==> config.mk <==
export PLATFORM = sky130hd
export DESIGN_NAME = ctbe_exec
export DESIGN_NICKNAME = d
export VERILOG_FILES = /design/src/rtl/ctbe_pkg.sv /design/src/rtl/ctbe_exec.sv
export SDC_FILE = /design/constraint.sdc
export NUM_CORES = 1
export LEC_CHECK = 0
export BUFFER_PORTS_ARGS = -buffer_cell sky130_fd_sc_hd__buf_2
export CAP_MARGIN = 10
export CORE_MARGIN = 2
export CORE_UTILIZATION = 52
export CTS_BUF_LIST = sky130_fd_sc_hd__clkbuf_8
export DETAILED_ROUTE_END_ITERATION = 12
export HOLD_SLACK_MARGIN = 0.03
export PLACE_DENSITY_LB_ADDON = 0.08
export SETUP_SLACK_MARGIN = 0.4
export SYNTH_ARGS = -nofsm -noshare
export SYNTH_HDL_FRONTEND = slang
export SYNTH_SLANG_ARGS = --single-unit
==> constraint.sdc <==
create_clock -name pclk -period 3.05 [get_ports pclk]
set_input_delay 0.1525 -clock pclk [delete_from_list [all_inputs] [get_ports pclk]]
set_output_delay 0.1525 -clock pclk [all_outputs]
set_load 0.1 [all_outputs]
==> src/rtl/ctbe_pkg.sv <==
// Constants and types shared by the transfer and bit-operation execution slice
package ctbe_pkg;

  // Register byte offsets
  localparam logic [7:0] CTBE_CMD_OFS = 8'h00;
  localparam logic [7:0] CTBE_OPERAND_OFS = 8'h04;
  localparam logic [7:0] CTBE_RESULT_OFS = 8'h08;
  localparam logic [7:0] CTBE_STATUS_OFS = 8'h0c;
  localparam logic [7:0] CTBE_ZPTR_OFS = 8'h10;
  localparam logic [7:0] CTBE_WORD_OFS = 8'h14;
  localparam logic [7:0] CTBE_IOADDR_OFS = 8'h18;

  // Command register field positions
  localparam int CTBE_CMD_OP_LSB = 0;
  localparam int CTBE_CMD_BIT_LSB = 8;
  localparam int CTBE_CMD_BUSY_BIT = 31;

  // Reset values
  localparam logic [7:0] CTBE_STATUS_RST = 8'h00;
  localparam logic [15:0] CTBE_ZPTR_RST = 16'h0000;

  // Status register bit positions
  localparam int CTBE_FLAG_C = 0;
  localparam int CTBE_FLAG_Z = 1;
  localparam int CTBE_FLAG_N = 2;
  localparam int CTBE_FLAG_V = 3;
  localparam int CTBE_FLAG_S = 4;
  localparam int CTBE_FLAG_H = 5;
  localparam int CTBE_FLAG_T = 6;
  localparam int CTBE_FLAG_I = 7;

  // Operation codes
  localparam logic [4:0] OP_PROGMEM_BYTE_FETCH = 5'h01;
  localparam logic [4:0] OP_PROGMEM_WORD_WRITE = 5'h02;
  localparam logic [4:0] OP_IO_READ = 5'h03;
  localparam logic [4:0] OP_IO_WRITE = 5'h04;
  localparam logic [4:0] OP_STACK_STORE = 5'h05;
  localparam logic [4:0] OP_STACK_LOAD = 5'h06;
  localparam logic [4:0] OP_IO_BIT_RAISE = 5'h07;
  localparam logic [4:0] OP_IO_BIT_DROP = 5'h08;
  localparam logic [4:0] OP_SHIFT_LEFT_LOGICAL = 5'h09;
  localparam logic [4:0] OP_SHIFT_RIGHT_LOGICAL = 5'h0a;
  localparam logic [4:0] OP_ROTATE_LEFT_CARRY = 5'h0b;
  localparam logic [4:0] OP_ROTATE_RIGHT_CARRY = 5'h0c;
  localparam logic [4:0] OP_ARITH_RIGHT_SHIFT = 5'h0d;
  localparam logic [4:0] OP_NIBBLE_SWAP = 5'h0e;
  localparam logic [4:0] OP_STATUS_BIT_RAISE_INDEXED = 5'h0f;
  localparam logic [4:0] OP_STATUS_BIT_DROP_INDEXED = 5'h10;
  localparam logic [4:0] OP_REG_BIT_TO_TRANSFER_FLAG = 5'h11;
  localparam logic [4:0] OP_TRANSFER_FLAG_TO_REG_BIT = 5'h12;
  localparam logic [4:0] OP_CARRY_RAISE = 5'h13;
  localparam logic [4:0] OP_CARRY_DROP = 5'h14;
  localparam logic [4:0] OP_NEGATIVE_FLAG_RAISE = 5'h15;
  localparam logic [4:0] OP_NEGATIVE_FLAG_DROP = 5'h16;
  localparam logic [4:0] OP_ZERO_FLAG_RAISE = 5'h17;
  localparam logic [4:0] OP_ZERO_FLAG_DROP = 5'h18;
  localparam logic [4:0] OP_IRQ_GLOBAL_ALLOW = 5'h19;
  localparam logic [4:0] OP_IRQ_GLOBAL_BLOCK = 5'h1a;
  localparam logic [4:0] OP_SIGN_FLAG_RAISE = 5'h1b;
  localparam logic [4:0] OP_SIGN_FLAG_DROP = 5'h1c;
  localparam logic [4:0] OP_OVERFLOW_FLAG_RAISE = 5'h1d;
  localparam logic [4:0] OP_OVERFLOW_FLAG_DROP = 5'h1e;
  localparam logic [4:0] OP_TRANSFER_FLAG_RAISE = 5'h1f;

  // Execution cycle counts
  localparam logic [2:0] CTBE_CYC_FETCH = 3'h3;
  localparam logic [2:0] CTBE_CYC_STACK = 3'h2;
  localparam logic [2:0] CTBE_CYC_IO_BIT = 3'h2;
  localparam logic [2:0] CTBE_CYC_SINGLE = 3'h1;
  localparam logic [2:0] CTBE_CYC_WORD_WRITE = 3'h2;

  typedef enum logic {CTBE_ST_IDLE, CTBE_ST_EXEC} ctbe_state_t;

  typedef struct packed {
    logic [2:0] bit_idx;
    logic [4:0] op;
  } ctbe_cmd_t;

  typedef struct packed {
    logic rd_en;
    logic wr_en;
    logic [15:0] addr;
    logic [15:0] wdata;
  } ctbe_pm_req_t;

  typedef struct packed {
    logic rd_en;
    logic wr_en;
    logic [5:0] addr;
    logic [7:0] wdata;
  } ctbe_io_req_t;

endpackage

==> src/rtl/ctbe_exec.sv <==
// Execution slice for program-memory, stack, I/O, shift and flag operations
`timescale 1ns/1ps
module ctbe_exec
  import ctbe_pkg::*;
#(
  parameter int ADDR_W = 8
) (
  // Clock and reset
  input wire logic pclk,
  input wire logic presetn,
  // APB slave
  input wire logic psel,
  input wire logic penable,
  input wire logic pwrite,
  input wire logic [ADDR_W-1:0] paddr,
  input wire logic [31:0] pwdata,
  output logic [31:0] prdata,
  output logic pready,
  output logic pslverr,
  // Program memory
  output ctbe_pm_req_t pm_req,
  input wire logic [7:0] pm_rdata,
  // Data stack
  output logic stk_push,
  output logic stk_pop,
  output logic [7:0] stk_wdata,
  input wire logic [7:0] stk_rdata,
  // I/O register space
  output ctbe_io_req_t io_req,
  input wire logic [7:0] io_rdata
);

  ctbe_state_t state_q;
  ctbe_cmd_t cmd_q;
  logic [2:0] cnt_q;
  logic [2:0] cyc_q;
  logic [7:0] operand_q;
  logic [7:0] result_q;
  logic [7:0] status_q;
  logic [15:0] zptr_q;
  logic [15:0] word_q;
  logic [5:0] ioaddr_q;
  logic [7:0] io_mod_q;
  logic [31:0] prdata_q;
  logic [31:0] rd_mux;
  logic [7:0] sh_res;
  logic sh_c;
  logic busy;
  logic last;
  logic acc;
  logic wr_acc;
  logic wr_ok;
  logic start;
  logic [4:0] wr_op;

  function automatic logic [2:0] op_cycles(input logic [4:0] op);
    case (op)
      OP_PROGMEM_BYTE_FETCH: op_cycles = CTBE_CYC_FETCH;
      OP_PROGMEM_WORD_WRITE: op_cycles = CTBE_CYC_WORD_WRITE;
      OP_STACK_STORE, OP_STACK_LOAD: op_cycles = CTBE_CYC_STACK;
      OP_IO_BIT_RAISE, OP_IO_BIT_DROP: op_cycles = CTBE_CYC_IO_BIT;
      default: op_cycles = CTBE_CYC_SINGLE;
    endcase
  endfunction

  // Status bit steered by each dedicated flag instruction
  function automatic logic [2:0] flag_sel(input logic [4:0] op);
    case (op)
      OP_CARRY_RAISE, OP_CARRY_DROP: flag_sel = 3'(CTBE_FLAG_C);
      OP_NEGATIVE_FLAG_RAISE, OP_NEGATIVE_FLAG_DROP: flag_sel = 3'(CTBE_FLAG_N);
      OP_ZERO_FLAG_RAISE, OP_ZERO_FLAG_DROP: flag_sel = 3'(CTBE_FLAG_Z);
      OP_IRQ_GLOBAL_ALLOW, OP_IRQ_GLOBAL_BLOCK: flag_sel = 3'(CTBE_FLAG_I);
      OP_SIGN_FLAG_RAISE, OP_SIGN_FLAG_DROP: flag_sel = 3'(CTBE_FLAG_S);
      OP_OVERFLOW_FLAG_RAISE, OP_OVERFLOW_FLAG_DROP: flag_sel = 3'(CTBE_FLAG_V);
      default: flag_sel = 3'(CTBE_FLAG_T);
    endcase
  endfunction

  function automatic logic addr_mapped(input logic [ADDR_W-1:0] a);
    case (8'(a))
      CTBE_CMD_OFS, CTBE_OPERAND_OFS, CTBE_RESULT_OFS, CTBE_STATUS_OFS,
      CTBE_ZPTR_OFS, CTBE_WORD_OFS, CTBE_IOADDR_OFS: addr_mapped = 1'b1;
      default: addr_mapped = 1'b0;
    endcase
  endfunction

  assign busy = (state_q == CTBE_ST_EXEC);
  assign last = busy && (cnt_q == cyc_q - 3'h1);
  assign acc = psel && penable;
  assign wr_op = pwdata[CTBE_CMD_OP_LSB +: 5];

  // Writes are refused while executing, to the result word and with code zero
  always_comb begin
    wr_ok = 1'b0;
    if (!busy && addr_mapped(paddr) && (8'(paddr) != CTBE_RESULT_OFS)) begin
      wr_ok = (8'(paddr) != CTBE_CMD_OFS) || (wr_op != 5'h00);
    end
  end

  assign wr_acc = acc && pwrite && wr_ok;
  assign start = wr_acc && (8'(paddr) == CTBE_CMD_OFS);
  assign pready = 1'b1;
  assign pslverr = acc && (pwrite ? !wr_ok : !addr_mapped(paddr));

  always_comb begin
    case (8'(paddr))
      CTBE_CMD_OFS: rd_mux = {busy, 20'h00000, cmd_q.bit_idx, 3'h0, cmd_q.op};
      CTBE_OPERAND_OFS: rd_mux = {24'h000000, operand_q};
      CTBE_RESULT_OFS: rd_mux = {24'h000000, result_q};
      CTBE_STATUS_OFS: rd_mux = {24'h000000, status_q};
      CTBE_ZPTR_OFS: rd_mux = {16'h0000, zptr_q};
      CTBE_WORD_OFS: rd_mux = {16'h0000, word_q};
      CTBE_IOADDR_OFS: rd_mux = {26'h0000000, ioaddr_q};
      default: rd_mux = 32'h00000000;
    endcase
  end

  // Read data is captured in the setup cycle and held through the access
  always_ff @(posedge pclk or negedge presetn) begin
    if (!presetn) begin
      prdata_q <= 32'h00000000;
    end else if (psel && !penable && !pwrite) begin
      prdata_q <= rd_mux;
    end
  end

  assign prdata = prdata_q;

  // Sequencer
  always_ff @(posedge pclk or negedge presetn) begin
    if (!presetn) begin
      state_q <= CTBE_ST_IDLE;
      cmd_q <= '0;
      cnt_q <= 3'h0;
      cyc_q <= 3'h1;
    end else begin
      case (state_q)
        CTBE_ST_IDLE: begin
          if (start) begin
            state_q <= CTBE_ST_EXEC;
            cmd_q.op <= wr_op;
            cmd_q.bit_idx <= pwdata[CTBE_CMD_BIT_LSB +: 3];
            cnt_q <= 3'h0;
            cyc_q <= op_cycles(wr_op);
          end
        end
        CTBE_ST_EXEC: begin
          if (last) begin
            state_q <= CTBE_ST_IDLE;
          end else begin
            cnt_q <= cnt_q + 3'h1;
          end
        end
        default: state_q <= CTBE_ST_IDLE;
      endcase
    end
  end

  always_comb begin
    sh_res = operand_q;
    sh_c = status_q[CTBE_FLAG_C];
    case (cmd_q.op)
      OP_SHIFT_LEFT_LOGICAL: begin
        sh_res = {operand_q[6:0], 1'b0};
        sh_c = operand_q[7];
      end
      OP_SHIFT_RIGHT_LOGICAL: begin
        sh_res = {1'b0, operand_q[7:1]};
        sh_c = operand_q[0];
      end
      OP_ROTATE_LEFT_CARRY: begin
        sh_res = {operand_q[6:0], status_q[CTBE_FLAG_C]};
        sh_c = operand_q[7];
      end
      OP_ROTATE_RIGHT_CARRY: begin
        sh_res = {status_q[CTBE_FLAG_C], operand_q[7:1]};
        sh_c = operand_q[0];
      end
      OP_ARITH_RIGHT_SHIFT: begin
        sh_res = {operand_q[7], operand_q[7:1]};
        sh_c = operand_q[0];
      end
      default: begin
        sh_res = operand_q;
        sh_c = status_q[CTBE_FLAG_C];
      end
    endcase
  end

  // Result register: destination of every register-bound operation
  always_ff @(posedge pclk or negedge presetn) begin
    if (!presetn) begin
      result_q <= 8'h00;
    end else if (busy) begin
      case (cmd_q.op)
        OP_PROGMEM_BYTE_FETCH: if (cnt_q == 3'h1) result_q <= pm_rdata;
        OP_STACK_LOAD: if (last) result_q <= stk_rdata;
        OP_IO_READ: result_q <= io_rdata;
        OP_SHIFT_LEFT_LOGICAL, OP_SHIFT_RIGHT_LOGICAL, OP_ROTATE_LEFT_CARRY,
        OP_ROTATE_RIGHT_CARRY, OP_ARITH_RIGHT_SHIFT: result_q <= sh_res;
        OP_NIBBLE_SWAP: result_q <= {operand_q[3:0], operand_q[7:4]};
        OP_TRANSFER_FLAG_TO_REG_BIT: begin
          result_q <= operand_q;
          result_q[cmd_q.bit_idx] <= status_q[CTBE_FLAG_T];
        end
        default: result_q <= result_q;
      endcase
    end
  end

  // Status register; only the listed operations touch it
  always_ff @(posedge pclk or negedge presetn) begin
    if (!presetn) begin
      status_q <= CTBE_STATUS_RST;
    end else if (wr_acc && 8'(paddr) == CTBE_STATUS_OFS) begin
      status_q <= pwdata[7:0];
    end else if (busy) begin
      case (cmd_q.op)
        OP_SHIFT_LEFT_LOGICAL, OP_SHIFT_RIGHT_LOGICAL, OP_ROTATE_LEFT_CARRY,
        OP_ROTATE_RIGHT_CARRY, OP_ARITH_RIGHT_SHIFT: begin
          status_q[CTBE_FLAG_Z] <= (sh_res == 8'h00);
          status_q[CTBE_FLAG_C] <= sh_c;
          status_q[CTBE_FLAG_N] <= sh_res[7];
          status_q[CTBE_FLAG_V] <= sh_res[7] ^ sh_c;
        end
        OP_STATUS_BIT_RAISE_INDEXED: status_q[cmd_q.bit_idx] <= 1'b1;
        OP_STATUS_BIT_DROP_INDEXED: status_q[cmd_q.bit_idx] <= 1'b0;
        OP_REG_BIT_TO_TRANSFER_FLAG:
          status_q[CTBE_FLAG_T] <= operand_q[cmd_q.bit_idx];
        OP_CARRY_RAISE, OP_CARRY_DROP, OP_NEGATIVE_FLAG_RAISE, OP_NEGATIVE_FLAG_DROP,
        OP_ZERO_FLAG_RAISE, OP_ZERO_FLAG_DROP, OP_IRQ_GLOBAL_ALLOW, OP_IRQ_GLOBAL_BLOCK,
        OP_SIGN_FLAG_RAISE, OP_SIGN_FLAG_DROP, OP_OVERFLOW_FLAG_RAISE,
        OP_OVERFLOW_FLAG_DROP, OP_TRANSFER_FLAG_RAISE:
          // Odd codes raise, even codes drop
          status_q[flag_sel(cmd_q.op)] <= cmd_q.op[0];
        default: status_q <= status_q;
      endcase
    end
  end

  // Software-loaded operands; Z also advances after a byte fetch
  always_ff @(posedge pclk or negedge presetn) begin
    if (!presetn) begin
      zptr_q <= CTBE_ZPTR_RST;
    end else if (wr_acc && 8'(paddr) == CTBE_ZPTR_OFS) begin
      zptr_q <= pwdata[15:0];
    end else if (last && cmd_q.op == OP_PROGMEM_BYTE_FETCH) begin
      zptr_q <= zptr_q + 16'h0001;
    end
  end

  always_ff @(posedge pclk or negedge presetn) begin
    if (!presetn) begin
      operand_q <= 8'h00;
      word_q <= 16'h0000;
      ioaddr_q <= 6'h00;
    end else if (wr_acc) begin
      if (8'(paddr) == CTBE_OPERAND_OFS) operand_q <= pwdata[7:0];
      if (8'(paddr) == CTBE_WORD_OFS) word_q <= pwdata[15:0];
      if (8'(paddr) == CTBE_IOADDR_OFS) ioaddr_q <= pwdata[5:0];
    end
  end

  // Read-modify-write value for the I/O bit operations
  always_ff @(posedge pclk or negedge presetn) begin
    if (!presetn) begin
      io_mod_q <= 8'h00;
    end else if (busy && cnt_q == 3'h0) begin
      io_mod_q <= io_rdata;
      if (cmd_q.op == OP_IO_BIT_RAISE) io_mod_q[cmd_q.bit_idx] <= 1'b1;
      if (cmd_q.op == OP_IO_BIT_DROP) io_mod_q[cmd_q.bit_idx] <= 1'b0;
    end
  end

  // External strobes
  always_comb begin
    pm_req.rd_en = busy && cmd_q.op == OP_PROGMEM_BYTE_FETCH && cnt_q == 3'h0;
    pm_req.wr_en = busy && cmd_q.op == OP_PROGMEM_WORD_WRITE && cnt_q == 3'h0;
    pm_req.addr = zptr_q;
    pm_req.wdata = word_q;
    stk_push = busy && cmd_q.op == OP_STACK_STORE && cnt_q == 3'h0;
    stk_pop = busy && cmd_q.op == OP_STACK_LOAD && cnt_q == 3'h0;
    io_req.addr = ioaddr_q;
    io_req.rd_en = busy && cnt_q == 3'h0 && (cmd_q.op == OP_IO_READ ||
      cmd_q.op == OP_IO_BIT_RAISE || cmd_q.op == OP_IO_BIT_DROP);
    io_req.wr_en = busy && ((cmd_q.op == OP_IO_WRITE) ||
      (cnt_q == 3'h1 && (cmd_q.op == OP_IO_BIT_RAISE || cmd_q.op == OP_IO_BIT_DROP)));
    io_req.wdata = (cmd_q.op == OP_IO_WRITE) ? operand_q : io_mod_q;
  end

  assign stk_wdata = operand_q;

endmodule

Word-level counts from Yosys, hierarchy flattened
Memory sizes are Yosys's and may differ from the RTL's.
Index checks and enable logic that the tools add are counted.
Word-level totals
  bits in registers: 117
  latch bits: 0
  bits in writable memories: 0
  ROM bits: 96
  input port bits: 69
  output and inout bits: 94
  logic and storage cells: 182
  memories kept: 1
Cells by class
  add/subtract/negate cells: 3
  $mul: 0
  divide/modulo/power cells: 0
  $lt $le $gt $ge: 4
  eq/ne operators: 50
  shift operators: 0
  muxes and demuxes: 39
  bitwise logic cells: 7
  reduce and logical (&&, ||, !) cells: 63
Memory list
  (no name shown): depth 32, bits a word 3, rd ports 1, clocked after memory_dff 0, write ports 0, RTL line ctbe_exec.sv:68  | case (op)
Operators with widths (number)
  32-bit one-hot mux with 7 select lines: 1
  5-bit equality test (second input constant): 16
  8-bit 2-to-1 mux: 8
  8-bit one-hot mux with 6 select lines: 1
  5-bit by 4-bit equality test with 1-bit output (second input constant): 9
  8-bit one-hot mux with 5 select lines: 1
  5-bit by 3-bit equality test with 1-bit output (second input constant): 7
  16-bit 2-to-1 mux: 2
  1-bit logical AND: 27
  8-bit by 5-bit equality test with 1-bit output (second input constant): 3
  16-bit by 1-bit adder with 16-bit output (second input constant): 1
  8-bit bitwise AND: 2
  8-bit bitwise mux: 2
  8-bit by 4-bit equality test with 1-bit output (second input constant): 2
  8-bit logical NOT: 2
  8-bit OR: 2
  4-bit one-hot mux with 4 select lines: 1
  2-bit AND reduction: 8
  5-bit by 2-bit equality test with 1-bit output (second input constant): 3
  3-bit 2-to-1 mux: 5
  5-bit nonzero test: 3
  13-bit OR reduction: 1
  5-bit by 1-bit equality test with 1-bit output (second input constant): 2
  5-bit OR reduction: 2
  33 further kinds: 55

Depth between registers and ports, before layout
Gate-level depths: netlist of run 1.
  word-level depth: 17
  depth in mapped cells: 11
  mapped depth without buffers: 8

Worst setup path before layout of run 1
No wires, ideal clock.
  path type: flip-flop to output port
  start point: reg state_q, in the netlist busy
  end point: out stk_pop
  arrival time: 4.075 ns
  required time: 2.897 ns
  path slack: -1.178 ns
  stages on the path, launching flop included: 6
  buffers on the path: 3
  path through: dfrtp_1 > clkbuf_1 > clkbuf_1 > nand3_1 > clkbuf_1 > nor4_1
On the way
  word-level cells in the longest chain between the ends: 2
Ends and longest elaborated chain
  from (decl): RTL line ctbe_exec.sv:33  | ctbe_state_t state_q;
  from (signal assigned): RTL line ctbe_exec.sv:132  | state_q <= CTBE_ST_IDLE;
  from (signal assigned): RTL line ctbe_exec.sv:140  | state_q <= CTBE_ST_EXEC;
  from (signal assigned): RTL line ctbe_exec.sv:149  | state_q <= CTBE_ST_IDLE;
  1-bit logical AND (2 in series): RTL line ctbe_exec.sv:282  | stk_pop = busy && cmd_q.op == OP_STACK_LOAD && cnt_q == 3'h0;
  to (decl): RTL line ctbe_exec.sv:25  | output logic stk_pop,
No other way between the ends.

Worst setup path in the final report of run 1
  start point: reg cmd_q[0] (netlist name)
  end point: reg status_q[3]
On the way
  word-level cells in the longest chain between the ends: 12
  elaborated cells between the ends (all ways): 42
  those cells by class: 2 x order compare; 20 x eq/ne; 11 x mux; 1 x bitwise; 7 x reduce/logical; 1 x memory
Ends and longest elaborated chain
  from (decl): RTL line ctbe_exec.sv:34  | ctbe_cmd_t cmd_q;
  memory 32 x 3 bit
  3-bit 2-to-1 mux: RTL line ctbe_exec.sv:218  | case (cmd_q.op)
  3-bit 2-to-1 mux: RTL line ctbe_exec.sv:217  | end else if (busy) begin
  3-bit 2-to-1 mux: RTL line ctbe_exec.sv:215  | end else if (wr_acc && 8'(paddr) == CTBE_STATUS_OFS) begin
  3-bit by 4-bit < comparator with 1-bit output (implied by the code) / 3-bit by 1-bit greater-or-equal comparator with 1-bit output (equally long branches): RTL line ctbe_exec.sv:235  | status_q[flag_sel(cmd_q.op)] <= cmd_q.op[0];
  1-bit logical AND (implied by the code): RTL line ctbe_exec.sv:235
  1-bit 2-to-1 mux (implied by the code): RTL line ctbe_exec.sv:235
  1-bit demux with 3-bit select: RTL line ctbe_exec.sv:235
  8-bit bitwise mux: RTL line ctbe_exec.sv:235
  4-bit one-hot mux with 4 select lines: RTL line ctbe_exec.sv:218
  8-bit 2-to-1 mux: RTL line ctbe_exec.sv:217
  8-bit 2-to-1 mux: RTL line ctbe_exec.sv:215
  to (signal assigned): RTL line ctbe_exec.sv:216  | status_q <= pwdata[7:0];
  to (signal, indexed assignment): RTL line ctbe_exec.sv:235
  to (signal assigned): RTL line ctbe_exec.sv:236  | default: status_q <= status_q;
  to (decl): RTL line ctbe_exec.sv:39  | logic [7:0] status_q;
Parallel ways exist; a longest one is shown, timed or not. The select of a mux whose other input is x is not followed.
A chain may end at the register's enable or synchronous reset.

==> results of run 1 <==
stage by stage:
step | instance area (sq um) | instances | total power [W] | worst slack [ns] | hold slack [ns]
after floorplan | 6799 | 781 | 0.001961 | -0.01286 | -0.1431
after global placement | 7586 | 1047 | 0.002095 | 0.3112 | 0.2431
after detailed placement | 7586 | 1047 | 0.002102 | 0.1795 | 0.2514
after CTS | 7856 | 1069 | 0.003001 | 0.4099 | 0.03047
after global routing | 7881 | 1070 | 0.003086 | 0.3739 | 0.03742
final | 7881 | 1070 | 0.002979 | 0.5182 | 0.04235
power groups by stage:
| stage | combinational [W] | sequential, W | clock (W) |
|---|---|---|---|
| global route | 0.000696 | 0.00142 | 0.000971 |
| floorplan | 0.000254 | 0.00171 | 0 |
| CTS | 0.000669 | 0.00141 | 0.000918 |
| global placement | 0.000656 | 0.00144 | 0 |
| finish | 0.000667 | 0.00141 | 0.000898 |
| detailed placement | 0.000662 | 0.00144 | 0 |
final timing paths:
check,slack [ns],cells past startpoint,end,start
min in group asynchronous,0.36,2,io_mod_q[6],presetn
max in group asynchronous,1.80,3,cyc_q[0],presetn
worst max-delay path,0.52,9,status_q[3],cmd_q[0]
worst max register to register,0.52,9,status_q[3],cmd_q[0]
worst min-delay path,0.04,2,word_q[8],pwdata[8]
worst min register to register,0.48,2,io_mod_q[4],io_mod_q[4]
area by class of cell:
cell class / count / area [sq um] / area share
repair buffers: 172 / 983.4 / 0.1248
well taps: 172 / 215.2 / 0.02731
clock buffers: 9 / 123.9 / 0.01572
multi-input cells: 585 / 3864 / 0.4902
clock inverters: 7 / 76.32 / 0.009684
flip-flops and latches: 101 / 2530 / 0.3210
diodes: 1 / 2.502 / 0.0003175
inverters: 23 / 86.33 / 0.01095
layout by cell type (no fill, tap or decap), types with 5 or more instances in the layout:
master / Yosys / final
nand4_1: 13 / 13
o21ai_0: 35 / 35
nor2_1: 79 / 79
buf_4: 16 / 37
or3_1: 5 / 5
o22ai_1: 10 / 10
conb_1: 2 / 16
a31oi_1: 11 / 11
nor2b_1: 10 / 10
mux2i_1: 20 / 20
nand2b_1: 6 / 6
mux2_2: 55 / 55
a22oi_1: 23 / 23
a221o_1: 6 / 6
nor3_1: 24 / 19
dfrtp_1: 100 / 99
ha_1: 10 / 7
nand2_1: 82 / 82
o211ai_1: 6 / 6
a21oi_1: 39 / 39
dlygate4sd3_1: 0 / 6
a222oi_1: 9 / 9
clkbuf_8: 0 / 9
nor3_2: 1 / 6
inv_1: 23 / 25
nand3_1: 23 / 23
xor2_1: 7 / 7
and3_1: 8 / 8
a41oi_1: 6 / 6
buf_2: 7 / 129
o31ai_1: 6 / 6
flip-flops by register name, summed over array words and instances, names as in the netlist:
signal and cells:
prdata 17, stk_wdata 8, result_q 8, status_q 8, zptr_q 16, word_q 16, cyc_q 2, cmd_q 8
busy 1, io_mod_q 8, cnt_q 3, ioaddr_q 6
critical path, delay by kind of cell (launching register included):
kind | cells | cell delay (ns)
adders and majority gates | 1 | 0.24
buffers and inverters | 2 | 0.40
and+or+nand+nor | 1 | 0.30
DFF | 1 | 0.43
AOI/OAI and AO/OA | 4 | 0.88
muxes | 1 | 0.17
repair_timing:
item                                   4_1_cts  5_1_grt
setup endpoints to repair                    3       20
endpoints found under the hold margin       63        0
pin swaps                                    0        0
resized for setup                            2        7
hold buffers                                 6        0
cells by family (layout without fill, tap and decap cells):
family,Yosys count,after routing
AO/OA/AOI/OAI,197,197
XOR/XNOR,11,11
adder cells (fa/ha/maj),10,10
buffers and inverters,95,211
flip-flops,101,101
multiplexers,75,75
other,2,17
AND/OR/NAND/NOR,276,276
metal layers:
metal  track usage  vias up  part of all wire
met5             0        -                 0
met4        0.1190        0             0.025
met3       0.05911       35             0.076
met2        0.4866      318              0.46
met1        0.4540     3215              0.44
li1              -     3037                 -
==> flow_summary.ini, run 1 <==
[pwr]
seqPwrFrac = 0.475
clockPowerShare = 0.301
power_density_mw_per_mm2 = 378.0
switchingPower_w = 0.001095
internal_power_w = 0.001885
swShare = 0.3674
vdd_drop_max_v = 0.0002315
p_leak_nw = 3.547
comb_power_share = 0.224

[yosys]
synthArstFlopShare = 1.000
ys_seq_area_frac = 0.3760
ys.flop_type = dfrtp_1
synthDistinctLibCells = 72
yosys_warnings = 0
yosys.area_share.simple = 0.1965
postSynthAreaPerCell_sq_um = 8.768
netlist_area_sq_mm = 0.006725
synth_xor_area_frac = 0.01433
synth_compound_area_frac = 0.2058
yosys-top-cells-count = 100 x dfrtp_1, 82 x nand2_1, 79 x nor2_1, 55 x mux2_2, 43 x clkbuf_1
synth-seq-cells = 101
synthAdderAreaFrac = 0.01860
synthMuxAreaShare = 0.1219
synth-edff-count = 0
synth_top_area_frac = 0.3721
yosys.cell_count.top_type = dfrtp_1
synth_top_family_by_area = compound AO/OA/AOI/OAI gates
synth_area_leader_cell = dfrtp_1
synthTopCellsByArea = dfrtp_1 37%, mux2_2 9.2%, nand2_1 4.6%
postSynthCellCount = 767

[global_routing]
grt_pass1_wl_mm = 34.73
grt_overflow = 0
grt_max_degree = 56
grt_pass1_vias = 6218
antenna_found_initial = 2
grt_usage = 0.3194

[floorplanning]
chipWidth_um = 117.7
die_y_um = 117.7
rows = 41
ios = 163
core_sq_mm = 0.01262
dieArea_sq_mm = 0.01386
initial_core_util = 0.5329

[clock_tree]
cts.htree.levels = 3
clk_pin_slew_ns = 0.11
clkLatencyLatePin_ns = 0.39
clockBufferDepth = 2
cts_tree = built
cts_made_buffers = 9
cts_setup_buffers = 0
cts_root_buf = clkbuf_8
clock_sinks = 101

[drt]
firstDrtPassIters = 5
drt_wl_total_mm = 22.13
route.detailed.drc = 0
wl_per_cell_um = 20.68
drt-initial-drc-count = 815
avgViaCountPerCell = 6.173
dr_total_vias = 6605
final_antenna_net_count = 0

[final_layout]
drive_above_1_share = 0.2921
utilization = 0.6245
nets = 971
fill_cells = 1146
synthToLayoutAreaGrowth_pct = 17.19

[setup_path]
crit_path_start_kind = flip-flop
worstPathArrival_ns = 2.81
cp-end-kind = flip-flop
crit_required_ns = 3.33
worstSetupPathType = flip-flop to flip-flop
max_stage_delay_ns = 0.43
crit_path_frequent_cell = buf_4
critPathMaxFanout = 9
cp_cell_sequence = buf_4 > ha_1 > or2_2 > a311oi_1 > buf_4 > o2111ai_1 > mux2i_1 > a211oi_1 > o31ai_1
critPathSlowestCell = dfrtp_1

[run]
maxCapViolCount = 0

[timing]
tightest_slew_ns = 0.7243
fmax_mhz = 395.0
tns_ns = 0
skew_ns = 0.01112
finalHoldViolCount = 0
period_share = 0.8301
setup_violations = 0
relSlewSlack = 0.5110
slew_violations = 0
finalCriticalPeriod_ns = 2.532
rsz0062_at_grt = yes

[place]
dp_hpwl_mm = 16.57
gp_congestion = 0.9536
portBuffers = 130

[worst_hold_path]
min_path_type = input port to flip-flop

[outcome]
status = finished clean
Note: power is estimated with default switching activity, not from simulation.
==> run 2: changes to the inputs <==
ABC_AREA = 1   (was default)
clock period = 2.4 ns   (was 3.05 ns; I/O delays follow)
==> flow_summary.ini, run 2 <==
[final_layout]
final_cell_mix = 283 x nand2_1, 114 x buf_2, 100 x inv_1
final_common_cell = nand2_1
largest_register_ffs = 17
fill_cells = 1019
multi_input_area_sq_mm = 0.004264
seqCellArea_sq_mm = 0.002557
drive_above_1_share = 0.3113
synthToLayoutAreaGrowth_pct = 35.56
nets = 1285
antenna_cells = 0

[clock_tree]
clock_sinks = 101
cts.htree.levels = 3
cts_made_buffers = 9
cts_root_buf = clkbuf_8
clkLatencyLatePin_ns = 0.40
clockBufferDepth = 2
clk_pin_slew_ns = 0.10
cts_tree = built

[timing]
relSlewSlack = 0.4296
whs_ns = 0.03310
period_share = 0.8639
slew_violations = 0
tightest_slew_ns = 0.8477
setup_violations = 0
finalHoldViolCount = 0
finalCriticalPeriod_ns = 2.073
rsz0062_at_grt = yes
skew_ns = 0.008708
fmax_mhz = 482.3
tns_ns = 0

[pwr]
power_density_mw_per_mm2 = 350.9
vdd_drop_max_v = 0.0003150
p_leak_nw = 4.616

[worst_hold_path]
hold_end = io_mod_q[0]
min_from = io_rdata[0]
hold_depth = 3
min_path_type = input port to flip-flop

[floorplanning]
chipWidth_um = 118.9
die_y_um = 118.9
ios = 163
rows = 41
dieArea_sq_mm = 0.01413
core_sq_mm = 0.01277
initial_core_util = 0.5371

[drt]
firstDrtPassIters = 6
route.detailed.drc = 0
dr_total_vias = 7854
drt-initial-drc-count = 924
avgViaCountPerCell = 5.679
final_antenna_net_count = 0
drt_wl_total_mm = 24.40
wl_per_cell_um = 17.64

[setup_path]
worstPathArrival_ns = 1.95
r2r_end = status_q[1]
crit_path_start_kind = flip-flop
r2r_cells = 14
critPathMaxFanout = 10
crit_required_ns = 2.28
cp-end-kind = primary output
worstSetupPathType = flip-flop to primary output
rr_startpoint = cmd_q[1]
regToRegSetupSlack_ns = 0.34

[yosys]
yosys-top-cells-count = 315 x nand2_1, 115 x o21ai_0, 113 x inv_1, 100 x dfrtp_1, 76 x nand3_1
postSynthAreaPerCell_sq_um = 6.813
synthArstFlopShare = 1.000
netlist_area_sq_mm = 0.006860
ys.flop_type = dfrtp_1
ys_seq_area_frac = 0.3686
yosys_warnings = 0
synthDistinctLibCells = 48
synthTopCellsByArea = dfrtp_1 36%, nand2_1 17%, o21ai_0 8.4%
synth-edff-count = 0
synth_area_leader_cell = dfrtp_1
synth_top_area_frac = 0.3648
synth-seq-cells = 101
postSynthCellCount = 1007
yosys.cell_count.top_type = nand2_1

[global_routing]
grt_usage = 0.3323
grt_pass1_wl_mm = 36.66
grt_max_degree = 44
antenna_found_initial = 0
grt_overflow = 0
grt_pass1_vias = 6939

[place]
gp_congestion = 0.9962
portBuffers = 130
dp_hpwl_mm = 17.40

[run]
maxCapViolCount = 0

[outcome]
status = finished clean
==> run 2: cell types whose count changed after synthesis, moves of 11 or more <==
| cell | before | now |
|---|---|---|
| nor2_1 | 79 | 66 |
| mux2_2 | 55 | 0 |
| a22oi_1 | 23 | 3 |
| nand2_1 | 82 | 315 |
| nor3_1 | 24 | 10 |
| a31oi_1 | 11 | 0 |
| a21oi_1 | 39 | 26 |
| mux2i_1 | 20 | 0 |
| clkbuf_1 | 43 | 14 |
| nand3_1 | 23 | 76 |
| inv_1 | 23 | 113 |
| o21ai_0 | 35 | 115 |
==> run 2: area by class of cell <==
cell class | instances | share of cell area
Clock buffer | 9 | 0.01332
Clock inverter | 7 | 0.006323
Inverter | 126 | 0.05422
Multi-Input combinational cell | 750 | 0.4585
Sequential cell | 101 | 0.2750
Tap cell | 172 | 0.02314
Timing Repair Buffer | 216 | 0.1682
Timing Repair inverter | 2 | 0.001345
==> run 2: worst max-delay path, stage by stage (launching register included) <==
cell and delay (ns):
dfrtp_2 0.47, inv_4 0.16, nand2_1 0.17, nor3_4 0.24
inv_2 0.08, buf_4 0.15, nor2_4 0.10, buf_12 0.18
==> run 2: per-layer routing <==
metal | GRT usage | share of wire | up-vias | routed length, um
met5 | 0 | 0 | - | 0
met4 | 0.1190 | 0.033 | 0 | 797
met3 | 0.07711 | 0.12 | 87 | 2826
met2 | 0.4921 | 0.44 | 504 | 10730
met1 | 0.4758 | 0.41 | 3603 | 10040
li1 | - | - | 3660 | -
==> run 2: what timing repair did <==
action | 4_1_cts | 5_1_grt
cloned | 0 | 2
pin swaps | 13 | 24
gates resized for setup | 50 | 110
hold endpoints to repair | 65 | 0
endpoints found under the setup margin | 47 | 59
buffers inserted | 22 | 25
hold buffers | 11 | 0
==> run 2: worst max-delay path by stage <==
stage | endpoint | slack (ns) | start | cells after the start
final | pm_req[33] | 0.33 | cmd_q[3] | 7
after global placement | zptr_q[0] | 0.12 | cyc_q[0] | 11
after CTS | pm_req[33] | 0.31 | cmd_q[0] | 8
after floorplan | result_q[1] | 0.35 | cmd_q[0] | 12
after detailed placement | zptr_q[0] | 0.06 | cyc_q[0] | 11
after global routing | zptr_q[14] | 0.21 | zptr_q[0] | 10
==> run 2: power by group <==
group | total [W] | switching, W | leakage [nW] | internal [W]
registers | 0.00172 | 0.00000866 | 1.03 | 0.00171
clock network | 0.00106 | 0.000665 | 0.0907 | 0.000391
logic | 0.000485 | 0.000368 | 3.49 | 0.000117
total | 0.00326 | 0.00104 | 4.62 | 0.00222
==> run 2: through the flow <==
| step | instances | cell area [sq um] | setup WS, ns | total power [W] | utilization |
|---|---|---|---|---|---|
| detailed placement | 1307 | 8099 | 0.06147 | 0.002217 | 0.6340 |
| floorplan | 1021 | 7144 | 0.3522 | 0.002071 | - |
| global placement | 1307 | 8099 | 0.1226 | 0.002215 | 0.6340 |
| CTS | 1356 | 8747 | 0.3135 | 0.003273 | 0.6848 |
| global route | 1383 | 9300 | 0.2057 | 0.003374 | 0.7281 |
| finish | 1383 | 9300 | 0.3266 | 0.003264 | 0.7281 |
==> run 2: logic make-up after synthesis <==
family,share of synthesized area
xor gates and xnor gates,0.02170
adders and majority gates,0.01824
buffers and inverters,0.1049
AOI/OAI and AO/OA,0.1663
DFF,0.3686
other,0.001095
and+or+nand+nor,0.3192
